===== src/logic/ifc_consts.vh =====
// Purpose: Constants for the interrupt combiner with end-of-interrupt.
// Assumes: Included by the combiner design file only.
// Notes:   Bit positions match the mask and status bit order.
`ifndef IFC_CONSTS_VH
`define IFC_CONSTS_VH

`define IFC_NUM_SRC        16
`define IFC_NUM_FAST       4
`define IFC_FAST_MASK      16'h000f
`define IFC_NORM_MASK      16'hfff0
`define IFC_MASK_RESET     16'h0000

// Fast-class bit positions
`define IFC_BIT_EXT_FAST   0
`define IFC_BIT_BATT_LOW   1
`define IFC_BIT_WATCHDOG   2
`define IFC_BIT_MEDIA      3
// Normal-class bit positions
`define IFC_BIT_SOUND      4
`define IFC_BIT_EXT1       5
`define IFC_BIT_EXT2       6
`define IFC_BIT_EXT3       7
`define IFC_BIT_TIMER_ONE  8
`define IFC_BIT_TIMER_TWO  9
`define IFC_BIT_CLK_MATCH  10
`define IFC_BIT_TICK       11
`define IFC_BIT_UART_TX    12
`define IFC_BIT_UART_RX    13
`define IFC_BIT_MODEM      14
`define IFC_BIT_SER_DONE   15

// Power states
`define IFC_ST_RUN         2'h0
`define IFC_ST_IDLE        2'h1
`define IFC_ST_SB_WAIT     2'h2
`define IFC_ST_STANDBY     2'h3

`endif


===== src/logic/ifc_combiner.v =====
// Purpose: Sixteen-source fast/normal interrupt combiner with acknowledge
//          locations, idle and standby entry.
// Assumes: All inputs synchronous to core_clk_in; location strobes are
//          one-cycle write pulses decoded elsewhere.
// Notes:   What this block does is listed below.
//
// What this block does
// RL1: Sixteen sources, twelve normal, four fast
// RL2: Twelve sources combine onto normal request
// RL3: Fast class outranks normal; no intra-class order
// RL4: Level sources stay pending while asserted
// RL5: Request only for enabled active sources
// RL6: Status shows currently active sources
// RL7: Software clears sources at the peripheral
// RL8: Battery-low write clears battery-fall latch
// RL9: Media rising edge latched, write clears
// RL10: Tick write clears tick and watchdog
// RL11: Timer one write clears its underflow
// RL12: Timer two write clears its underflow
// RL13: Clock match write clears compare interrupt
// RL14: Modem write clears modem-change interrupt
// RL15: Sound write clears sound interrupt
// RL16: Idle write stops processor clock until interrupt
// RL17: Idle with all masked needs reset
// RL18: Standby stops oscillator, optional self-refresh
// RL19: Standby waits for DRAM cycle boundary
// RL20: Bits 0-3 fast, 4-15 normal
// RL21: Serial done cleared by data read
// RL22: Locations act on any write only
// RL23: Outputs OR enabled sources every cycle
`timescale 1ns/1ps
`include "ifc_consts.vh"

module ifc_combiner #(
    parameter NUM_SRC = `IFC_NUM_SRC
) (
    input  wire               core_clk_in,
    input  wire               rstn_in,
    input  wire [NUM_SRC-1:0] mask_in,
    input  wire               external_fast_request_in,
    input  wire               battery_good_input_in,
    input  wire               watchdog_expired_in,
    input  wire               media_change_input_in,
    input  wire               sound_request_in,
    input  wire [2:0]         ext_request_in,
    input  wire               first_timer_underflow_in,
    input  wire               second_timer_underflow_in,
    input  wire               clock_match_in,
    input  wire               tick_in,
    input  wire               uart_tx_request_in,
    input  wire               uart_rx_request_in,
    input  wire               modem_change_in,
    input  wire               serial_transfer_done_request_in,
    input  wire               serial_adc_data_reg_rd_in,
    input  wire               battery_low_ack_loc_wr_in,
    input  wire               media_change_ack_loc_wr_in,
    input  wire               tick_ack_loc_wr_in,
    input  wire               timer_one_ack_loc_wr_in,
    input  wire               timer_two_ack_loc_wr_in,
    input  wire               clock_match_ack_loc_wr_in,
    input  wire               modem_change_ack_loc_wr_in,
    input  wire               sound_ack_loc_wr_in,
    input  wire               idle_entry_loc_wr_in,
    input  wire               standby_entry_loc_wr_in,
    input  wire               refresh_enable_bit_in,
    input  wire               dram_cycle_busy_in,
    input  wire               wake_in,
    output reg  [NUM_SRC-1:0] status_out,
    output reg                fast_req_out,
    output reg                norm_req_out,
    output wire               cpu_clk_gate_out,
    output wire               osc_stop_out,
    output reg                self_refresh_out
);

    reg  [NUM_SRC-1:0] latch_q;
    reg                batt_good_d;
    reg                media_d;
    reg  [1:0]         pwr_state;
    reg  [1:0]         next_pwr_state;
    wire [NUM_SRC-1:0] raw;
    wire [NUM_SRC-1:0] set_ev;
    wire [NUM_SRC-1:0] clr_ev;
    wire [NUM_SRC-1:0] active;
    wire [NUM_SRC-1:0] enabled;
    wire               any_enabled;

    // RL4: level sources
    assign raw[`IFC_BIT_EXT_FAST]  = external_fast_request_in;
    assign raw[`IFC_BIT_SOUND]     = sound_request_in;
    assign raw[`IFC_BIT_EXT3:`IFC_BIT_EXT1] = ext_request_in;
    assign raw[`IFC_BIT_UART_TX]   = uart_tx_request_in;
    assign raw[`IFC_BIT_UART_RX]   = uart_rx_request_in;
    assign raw[`IFC_BIT_BATT_LOW]  = 1'b0;
    assign raw[`IFC_BIT_WATCHDOG]  = 1'b0;
    assign raw[`IFC_BIT_MEDIA]     = 1'b0;
    assign raw[`IFC_BIT_TIMER_ONE] = 1'b0;
    assign raw[`IFC_BIT_TIMER_TWO] = 1'b0;
    assign raw[`IFC_BIT_CLK_MATCH] = 1'b0;
    assign raw[`IFC_BIT_TICK]      = 1'b0;
    assign raw[`IFC_BIT_MODEM]     = 1'b0;
    assign raw[`IFC_BIT_SER_DONE]  = 1'b0;

    // Latched sources: set events (peripheral pulses; battery and media edges detected here)
    // RL8: battery falling edge
    assign set_ev[`IFC_BIT_BATT_LOW]  = batt_good_d & ~battery_good_input_in;
    // RL9: media rising edge
    assign set_ev[`IFC_BIT_MEDIA]     = ~media_d & media_change_input_in;
    assign set_ev[`IFC_BIT_WATCHDOG]  = watchdog_expired_in;
    assign set_ev[`IFC_BIT_TIMER_ONE] = first_timer_underflow_in;
    assign set_ev[`IFC_BIT_TIMER_TWO] = second_timer_underflow_in;
    assign set_ev[`IFC_BIT_CLK_MATCH] = clock_match_in;
    assign set_ev[`IFC_BIT_TICK]      = tick_in;
    assign set_ev[`IFC_BIT_MODEM]     = modem_change_in;
    assign set_ev[`IFC_BIT_SER_DONE]  = serial_transfer_done_request_in;
    assign set_ev[`IFC_BIT_EXT_FAST]  = 1'b0;
    assign set_ev[`IFC_BIT_SOUND]     = 1'b0;
    assign set_ev[`IFC_BIT_EXT3:`IFC_BIT_EXT1] = 3'h0;
    assign set_ev[`IFC_BIT_UART_TX]   = 1'b0;
    assign set_ev[`IFC_BIT_UART_RX]   = 1'b0;

    // RL22: strobes are write-only, data ignored
    // RL8: battery ack
    assign clr_ev[`IFC_BIT_BATT_LOW]  = battery_low_ack_loc_wr_in;
    // RL9: media ack
    assign clr_ev[`IFC_BIT_MEDIA]     = media_change_ack_loc_wr_in;
    // RL10: tick clears both
    assign clr_ev[`IFC_BIT_WATCHDOG]  = tick_ack_loc_wr_in;
    assign clr_ev[`IFC_BIT_TICK]      = tick_ack_loc_wr_in;
    // RL11: timer one ack
    assign clr_ev[`IFC_BIT_TIMER_ONE] = timer_one_ack_loc_wr_in;
    // RL12: timer two ack
    assign clr_ev[`IFC_BIT_TIMER_TWO] = timer_two_ack_loc_wr_in;
    // RL13: clock match ack
    assign clr_ev[`IFC_BIT_CLK_MATCH] = clock_match_ack_loc_wr_in;
    // RL14: modem ack
    assign clr_ev[`IFC_BIT_MODEM]     = modem_change_ack_loc_wr_in;
    // RL21: cleared by data read
    assign clr_ev[`IFC_BIT_SER_DONE]  = serial_adc_data_reg_rd_in;
    assign clr_ev[`IFC_BIT_EXT_FAST]  = 1'b0;
    // Sound request is a level; its ack clears the sound latch below
    assign clr_ev[`IFC_BIT_SOUND]     = 1'b0;
    assign clr_ev[`IFC_BIT_EXT3:`IFC_BIT_EXT1] = 3'h0;
    assign clr_ev[`IFC_BIT_UART_TX]   = 1'b0;
    assign clr_ev[`IFC_BIT_UART_RX]   = 1'b0;

    // Set wins over a same-cycle clear so no event is lost
    genvar i;
    generate
        for (i = 0; i < NUM_SRC; i = i + 1) begin : g_latch
            always @(posedge core_clk_in or negedge rstn_in) begin
                if (!rstn_in) begin
                    latch_q[i] <= 1'b0;
                end else if (set_ev[i]) begin
                    latch_q[i] <= 1'b1;
                end else if (clr_ev[i]) begin
                    latch_q[i] <= 1'b0;
                end
            end
        end
    endgenerate

    // Sound latch: held while the codec asserts, dropped on ack write.
    // RL15: sound ack
    reg sound_hold;
    always @(posedge core_clk_in or negedge rstn_in) begin
        if (!rstn_in) begin
            sound_hold <= 1'b0;
        end else if (sound_request_in) begin
            sound_hold <= 1'b1;
        end else if (sound_ack_loc_wr_in) begin
            sound_hold <= 1'b0;
        end
    end

    // RL1: sixteen combined sources
    assign active = raw | latch_q |
                    ({{(NUM_SRC-1){1'b0}}, sound_hold} << `IFC_BIT_SOUND);
    // RL5: mask gating
    assign enabled = active & mask_in;
    assign any_enabled = |enabled;

    always @(posedge core_clk_in or negedge rstn_in) begin
        if (!rstn_in) begin
            batt_good_d  <= 1'b1;
            media_d      <= 1'b0;
            status_out   <= 16'h0000;
            fast_req_out <= 1'b0;
            norm_req_out <= 1'b0;
        end else begin
            batt_good_d  <= battery_good_input_in;
            media_d      <= media_change_input_in;
            // RL6: status of active sources
            status_out   <= active;
            // RL20: bits 0-3 fast
            // RL23: OR per class
            fast_req_out <= |(enabled & `IFC_FAST_MASK);
            // RL2: twelve normal sources
            // RL3: separate fast line outranks
            norm_req_out <= |(enabled & `IFC_NORM_MASK);
        end
    end

    // Power state control
    always @* begin
        next_pwr_state = pwr_state;
        case (pwr_state)
            `IFC_ST_RUN: begin
                if (standby_entry_loc_wr_in) begin
                    next_pwr_state = `IFC_ST_SB_WAIT;
                end else if (idle_entry_loc_wr_in) begin
                    next_pwr_state = `IFC_ST_IDLE;
                end
            end
            // RL16: wake on enabled request
            // RL17: no exit when all masked
            `IFC_ST_IDLE: begin
                if (any_enabled) begin
                    next_pwr_state = `IFC_ST_RUN;
                end
            end
            // RL19: wait DRAM cycle end
            `IFC_ST_SB_WAIT: begin
                if (!dram_cycle_busy_in) begin
                    next_pwr_state = `IFC_ST_STANDBY;
                end
            end
            // Oscillator restarts on an external wake source
            `IFC_ST_STANDBY: begin
                if (wake_in) begin
                    next_pwr_state = `IFC_ST_RUN;
                end
            end
            default: next_pwr_state = `IFC_ST_RUN;
        endcase
    end

    always @(posedge core_clk_in or negedge rstn_in) begin
        if (!rstn_in) begin
            pwr_state        <= `IFC_ST_RUN;
            self_refresh_out <= 1'b0;
        end else begin
            pwr_state <= next_pwr_state;
            // RL18: self-refresh if enabled
            if (pwr_state == `IFC_ST_SB_WAIT && !dram_cycle_busy_in) begin
                self_refresh_out <= refresh_enable_bit_in;
            end else if (next_pwr_state == `IFC_ST_RUN) begin
                self_refresh_out <= 1'b0;
            end
        end
    end

    // High stops the processor clock
    assign cpu_clk_gate_out = (pwr_state != `IFC_ST_RUN);
    // RL18: oscillator stop
    assign osc_stop_out = (pwr_state == `IFC_ST_STANDBY);

endmodule


===== config.mk =====
export PLATFORM = sky130hd
export DESIGN_NAME = ifc_combiner
export DESIGN_NICKNAME = d
export VERILOG_FILES = /design/src/logic/ifc_combiner.v
export VERILOG_INCLUDE_DIRS = /design/src /design/src/logic
export SDC_FILE = /design/constraint.sdc
export NUM_CORES = 1
export LEC_CHECK = 0
export BUFFER_PORTS_ARGS = -buffer_cell sky130_fd_sc_hd__buf_2
export CORE_MARGIN = 2
export CORE_UTILIZATION = 44
export CTS_BUF_LIST = sky130_fd_sc_hd__clkbuf_8
export CTS_CLUSTER_DIAMETER = 50
export CTS_CLUSTER_SIZE = 24
export DETAILED_ROUTE_END_ITERATION = 8
export GPL_TIMING_DRIVEN = 0
export PLACE_DENSITY = 0.81
export SETUP_SLACK_MARGIN = 0.4
export SKIP_CTS_REPAIR_TIMING = 1
export SYNTH_ARGS = -nofsm -noshare
export SYNTH_HDL_FRONTEND = slang
export SYNTH_SLANG_ARGS = --single-unit

===== constraint.sdc =====
create_clock -name core_clk_in -period 1.7 [get_ports core_clk_in]
set_input_delay 0.255 -clock core_clk_in [delete_from_list [all_inputs] [get_ports core_clk_in]]
set_output_delay 0.255 -clock core_clk_in [all_outputs]
set_load 0.01 [all_outputs]

==> results.json, run 1 <==
{
  "async_reset_ff_share_pct": 100,
  "drv_slew": 0,
  "place_congestion": 0.706,
  "fmaxAchievable_mhz": 745,
  "rsz0062_at_grt": "true",
  "yosysTopAreaCell": "dfrtp_1",
  "die_w_microns": 55.0,
  "syn_nets": 131,
  "cp_cell_sequence": "or2_1 -> buf_2",
  "grt_pass1_wl_microns": 3560,
  "routed_wl_microns": 2390,
  "finalHoldViolCount": 0,
  "cp_num_buf_inv": 1,
  "avgSynthCellArea_sq_um": 13.8,
  "crit_path_start_kind": "flop",
  "die_area_sq_mm": 0.00302,
  "max_stage_delay_ps": 450,
  "crit_fanout": 9,
  "crit_family": "flip-flops",
  "cp.arrival_ps": 1090,
  "power_switching_uw": 503,
  "swShare_pct": 27.4,
  "status": "finished clean",
  "setup_tns_ps": 0,
  "min_period_over_period_pct": 78.9,
  "grt_max_degree": 34,
  "synth_cell_types": 26,
  "ys_top_cells_by_count": "32 x dfrtp_1, 13 x inv_1, 8 x a21o_1",
  "io_pins": 69,
  "drtPass1Iterations": 4,
  "place_area_sq_mm": 0.00152,
  "nNetsFinal": 207,
  "cellLeakagePower_nw": 0.856,
  "peakVddDrop_v": 0.000838,
  "n_antenna_cell": 0,
  "min_path_type": "in -> async",
  "cts.sinks": 33,
  "end_kind": "output pin",
  "synth.cell_area_sq_mm": 0.00114,
  "grt_pass1_vias": 892,
  "clock_power_share_pct": 29.7,
  "final_cell_count_no_fill": 190,
  "p_int_mw": 1.33,
  "stdcell_area_sq_mm": 0.00163,
  "dr_total_vias": 898,
  "cts-buffers-inserted": 5,
  "cts_tree": "yes",
  "hold_ws_ps": 13.2,
  "dpl.hpwl_microns": 1830,
  "synth_edf_count": 0,
  "antenna_found_initial": 0,
  "total_power_mw": 1.84,
  "syn_inst": 83,
  "relSlewSlack_pct": 53.4,
  "wl_per_cell_microns": 12.6,
  "vias_per_cell": 4.73,
  "post-route-min-period_ps": 1340,
  "port_buffers": 68,
  "worst_slack_ps": 358,
  "grtUsageTotal_pct": 18.3,
  "die_h_microns": 55.0,
  "clock_latency_ps": 280,
  "synth-seq-cells": 33,
  "clock_path_buffers": 2,
  "power_frac_comb_pct": 18.7,
  "htree_levels": 2,
  "cp.required_ps": 1440,
  "p_seq_share_pct": 51.5,
  "syn2layout_area_growth_pct": 42.7,
  "overflow": 0,
  "path_clk_slew_ps": 60,
  "postRouteAntennaNets": 0,
  "critPathKind": "reg -> out",
  "drive_above_1_share_pct": 51.9,
  "placed_cells": 181,
  "drt_iter0_drc": 9,
  "maxCapViolCount": 0,
  "final.setup_skew_ps": 4.58,
  "synth_most_common_cell": "dfrtp_1",
  "yosysTopAreaCellShare_pct": 70.1,
  "yosys_warnings": 0,
  "dp_slack_ps": 275,
  "setup-violations-final": 0,
  "start_util_pct": 46.1,
  "power_density_mw_per_mm2": 1130,
  "yosys-top-cells-area": "dfrtp_1 70%, a21o_1 5.3%, inv_1 4.3%",
  "core_sq_mm": 0.00248,
  "worst_pin_slew_ps": 699,
  "crit_slowest_cell": "dfrtp_2",
  "final_util_pct": 65.8,
  "rows": 18,
  "ys.flop_type": "dfrtp_1",
  "drc": 0,
  "ys_seq_area_share_pct": 72.4,
  "fill_cells": 204,
  "cts_root_buf": "clkbuf_8"
}
-- cells in the final DEF, fill, tap and decap left out, types with 2 or more instances in the layout --
| cell | instances |
|---|---|
| buf_2 | 68 |
| dfrtp_1 | 30 |
| inv_1 | 14 |
| a21o_1 | 8 |
| clkbuf_8 | 5 |
| a22oi_1 | 4 |
| o21ai_1 | 3 |
| a22o_1 | 2 |
| o22ai_1 | 2 |
| clkinv_2 | 2 |
| dfrtp_2 | 2 |
-- cells by family (layout without fill, tap and decap cells) --
logic type      count (synthesis)  after routing  share of synthesized area [%]
compound gates                 24             24                           15.4
buf+inv                        13             90                           4.27
flops                          33             33                           72.4
mux                             1              1                          0.986
simple gates                   12             12                           6.90
-- layout make-up --
cell class | instances | area (sq um) | area share, %
clock buffers | 5 | 68.8 | 4.22
clock inverters | 3 | 13.8 | 0.844
inverters | 13 | 48.8 | 2.99
multi-input cells | 37 | 284 | 17.4
flip-flops and latches | 33 | 830 | 50.9
well taps | 30 | 37.5 | 2.30
repair buffers | 69 | 348 | 21.3
-- power by group through the flow --
stage | combinational, mW | sequential, mW | clock (mW)
detailed placement | 0.318 | 0.956 | 0
floorplan | 0.147 | 0.959 | 0
finish | 0.344 | 0.947 | 0.546
global route | 0.387 | 0.956 | 0.599
global placement | 0.305 | 0.948 | 0
CTS | 0.319 | 0.942 | 0.566
-- metal layers --
metal / share of wire [%] / global-route usage (%) / up-vias
li1: - / - / 436
met1: 39 / 18.4 / 413
met2: 51 / 28.6 / 40
met3: 6.8 / 8.33 / 9
met4: 3.8 / 15.9 / 0
met5: 0 / 0 / -
-- state kept, by name, summed over array words and instances (netlist names) --
register and flops:
media_d 1, batt_good_d 1, latch_q 9, fast_req_out 1, self_refresh_out 1, status_out 16, norm_req_out 1, sound_hold 1
pwr_state 2
-- worst paths after layout --
kind	start	to	slack, ps	depth (start not counted)
max in group asynchronous	rstn_in	pwr_state[1]$_DFF_PN0_	1190	1
min in group core_clk_in	battery_good_input_in	batt_good_d$_DFF_PN1_	80	1
min	rstn_in	status_out[13]$_DFF_PN0_	10	1
max	pwr_state[1]$_DFF_PN0_	cpu_clk_gate_out	360	2
min reg2reg	latch_q[3]$_DFFE_PN0P_	status_out[3]$_DFF_PN0_	410	0
max reg2reg	pwr_state[0]$_DFF_PN0_	self_refresh_out$_DFFE_PN0P_	380	4
Note: power is estimated with default switching activity, not from simulation.
==> run 2: changes to the inputs <==
- clock period: 1.7 -> 1.36 ns (I/O delays scaled with it)
==> results.json, run 2 (synthesis results as in run 1) <==
{
  "cp_cell_sequence": "or2_1 -> buf_2",
  "fmaxAchievable_mhz": 741,
  "crit_slowest_cell": "dfrtp_1",
  "crit_start": "pwr_state[0]$_DFF_PN0_",
  "vias_per_cell": 4.83,
  "power_density_mw_per_mm2": 1420,
  "largest_reg_flops": 16,
  "die_h_microns": 55.0,
  "crit_path_start_kind": "flop",
  "drv_slew": 0,
  "drive_above_1_share_pct": 52.2,
  "drt_iter0_drc": 15,
  "final.setup_skew_ps": 4.59,
  "setup_tns_ps": 0,
  "rows": 18,
  "largest-register": "status_out",
  "cts.sinks": 33,
  "critPathKind": "reg -> out",
  "grt_util_met1_pct": 18.0,
  "antenna_found_initial": 0,
  "setup-violations-final": 0,
  "dr_total_vias": 922,
  "use_met2_pct": 28.2,
  "htree_levels": 2,
  "start_util_pct": 46.1,
  "final_util_pct": 68.0,
  "drc": 0,
  "die_area_sq_mm": 0.00302,
  "finalHoldViolCount": 32,
  "peakVddDrop_v": 0.00108,
  "clock_path_buffers": 2,
  "postRouteAntennaNets": 0,
  "grtUsageTotal_pct": 18.0,
  "grt_pass1_wl_microns": 3530,
  "dpl.hpwl_microns": 1830,
  "place_congestion": 0.673,
  "layout_common_cells": "63 x buf_2, 32 x dfrtp_1, 12 x inv_1",
  "crit_fanout": 9,
  "post-route-min-period_ps": 1350,
  "path_clk_slew_ps": 70,
  "hold_ws_ps": -36.5,
  "worst_pin_slew_ps": 696,
  "rsz0062_at_grt": "true",
  "cp.required_ps": 1160,
  "cellLeakagePower_nw": 0.879,
  "status": "finished, violations left",
  "port_buffers": 68,
  "grt_pass1_vias": 877,
  "cts-buffers-inserted": 5,
  "timing.rr.start": "latch_q[9]$_DFFE_PN0P_",
  "placed_cells": 181,
  "die_w_microns": 55.0,
  "relSlewSlack_pct": 53.6,
  "reg.largest.list": "status_out x16, latch_q x9, pwr_state x2",
  "clock_latency_ps": 280,
  "drtPass1Iterations": 4,
  "n_antenna_cell": 0,
  "final_cell_count_no_fill": 191,
  "core_sq_mm": 0.00248,
  "maxCapViolCount": 0,
  "min_path_type": "in -> async",
  "final_common_cell": "buf_2",
  "io_pins": 69,
  "min_period_over_period_pct": 99.2,
  "busiest_layer": "met2",
  "grt_use_met3_pct": 12.1,
  "overflow": 0,
  "nNetsFinal": 208,
  "routed_wl_microns": 2410,
  "max_stage_delay_ps": 470,
  "cp.arrival_ps": 1140,
  "wl_per_cell_microns": 12.6,
  "violations": "hold timing",
  "cts_tree": "yes",
  "syn2layout_area_growth_pct": 47.5,
  "end_kind": "output pin",
  "grt_max_degree": 34,
  "cts_root_buf": "clkbuf_8"
}
run 2: cell type report:
type	instances	area [sq um]
clock buffer	7	96.3
timing repair buffer	70	387
multi-input combinational	37	284
fill	206	792
sequential	33	827
tap	30	37.5
inverter	13	48.8
clock inverter	1	5.00
run 2: worst max-delay path, delay by kind of cell, from the launching register on:
family                 cells  cell delay, ps
DFF                        1             470
and+or+nand+nor            1             260
buffers and inverters      1             130
run 2: through the flow:
stage / instance area [sq um] / setup slack, ps / hold WS [ps] / power, mW
final: 1690 / 11.3 / -36.5 / 2.40
after global routing: 1690 / -141 / 17.6 / 2.53
after CTS: 1630 / -43.7 / -15.8 / 2.39
after detailed placement: 1530 / -19.2 / 294 / 1.60
after global placement: 1530 / -1.54 / 280 / 1.57
after floorplan: 1150 / 160 / -91.6 / 1.39
run 2: power by group:
group / leakage, nW / internal, mW / total (mW) / switching (mW)
combinational: 0.457 / 0.232 / 0.424 / 0.192
clock: 0.0542 / 0.457 / 0.790 / 0.333
sequential: 0.368 / 1.08 / 1.18 / 0.100
run 2: routing by layer:
layer | part of all wire, % | wire length (microns) | up-vias
li1 | - | - | 439
met5 | 0 | 0 | -
met4 | 1.2 | 28 | 0
met1 | 37 | 882 | 431
met3 | 11 | 274 | 5
met2 | 51 | 1230 | 47
run 2: final timing paths:
path | endpoint | cells past startpoint | slack [ps]
worst max-delay path | cpu_clk_gate_out | 2 | 10
worst min-delay path | latch_q[8]$_DFFE_PN0P_ | 1 | -40
worst max register to register | pwr_state[0]$_DFF_PN0_ | 4 | 10
worst min register to register | status_out[10]$_DFF_PN0_ | 0 | 410
max in group asynchronous | status_out[2]$_DFF_PN0_ | 1 | 950
min in group core_clk_in | batt_good_d$_DFF_PN1_ | 1 | 30
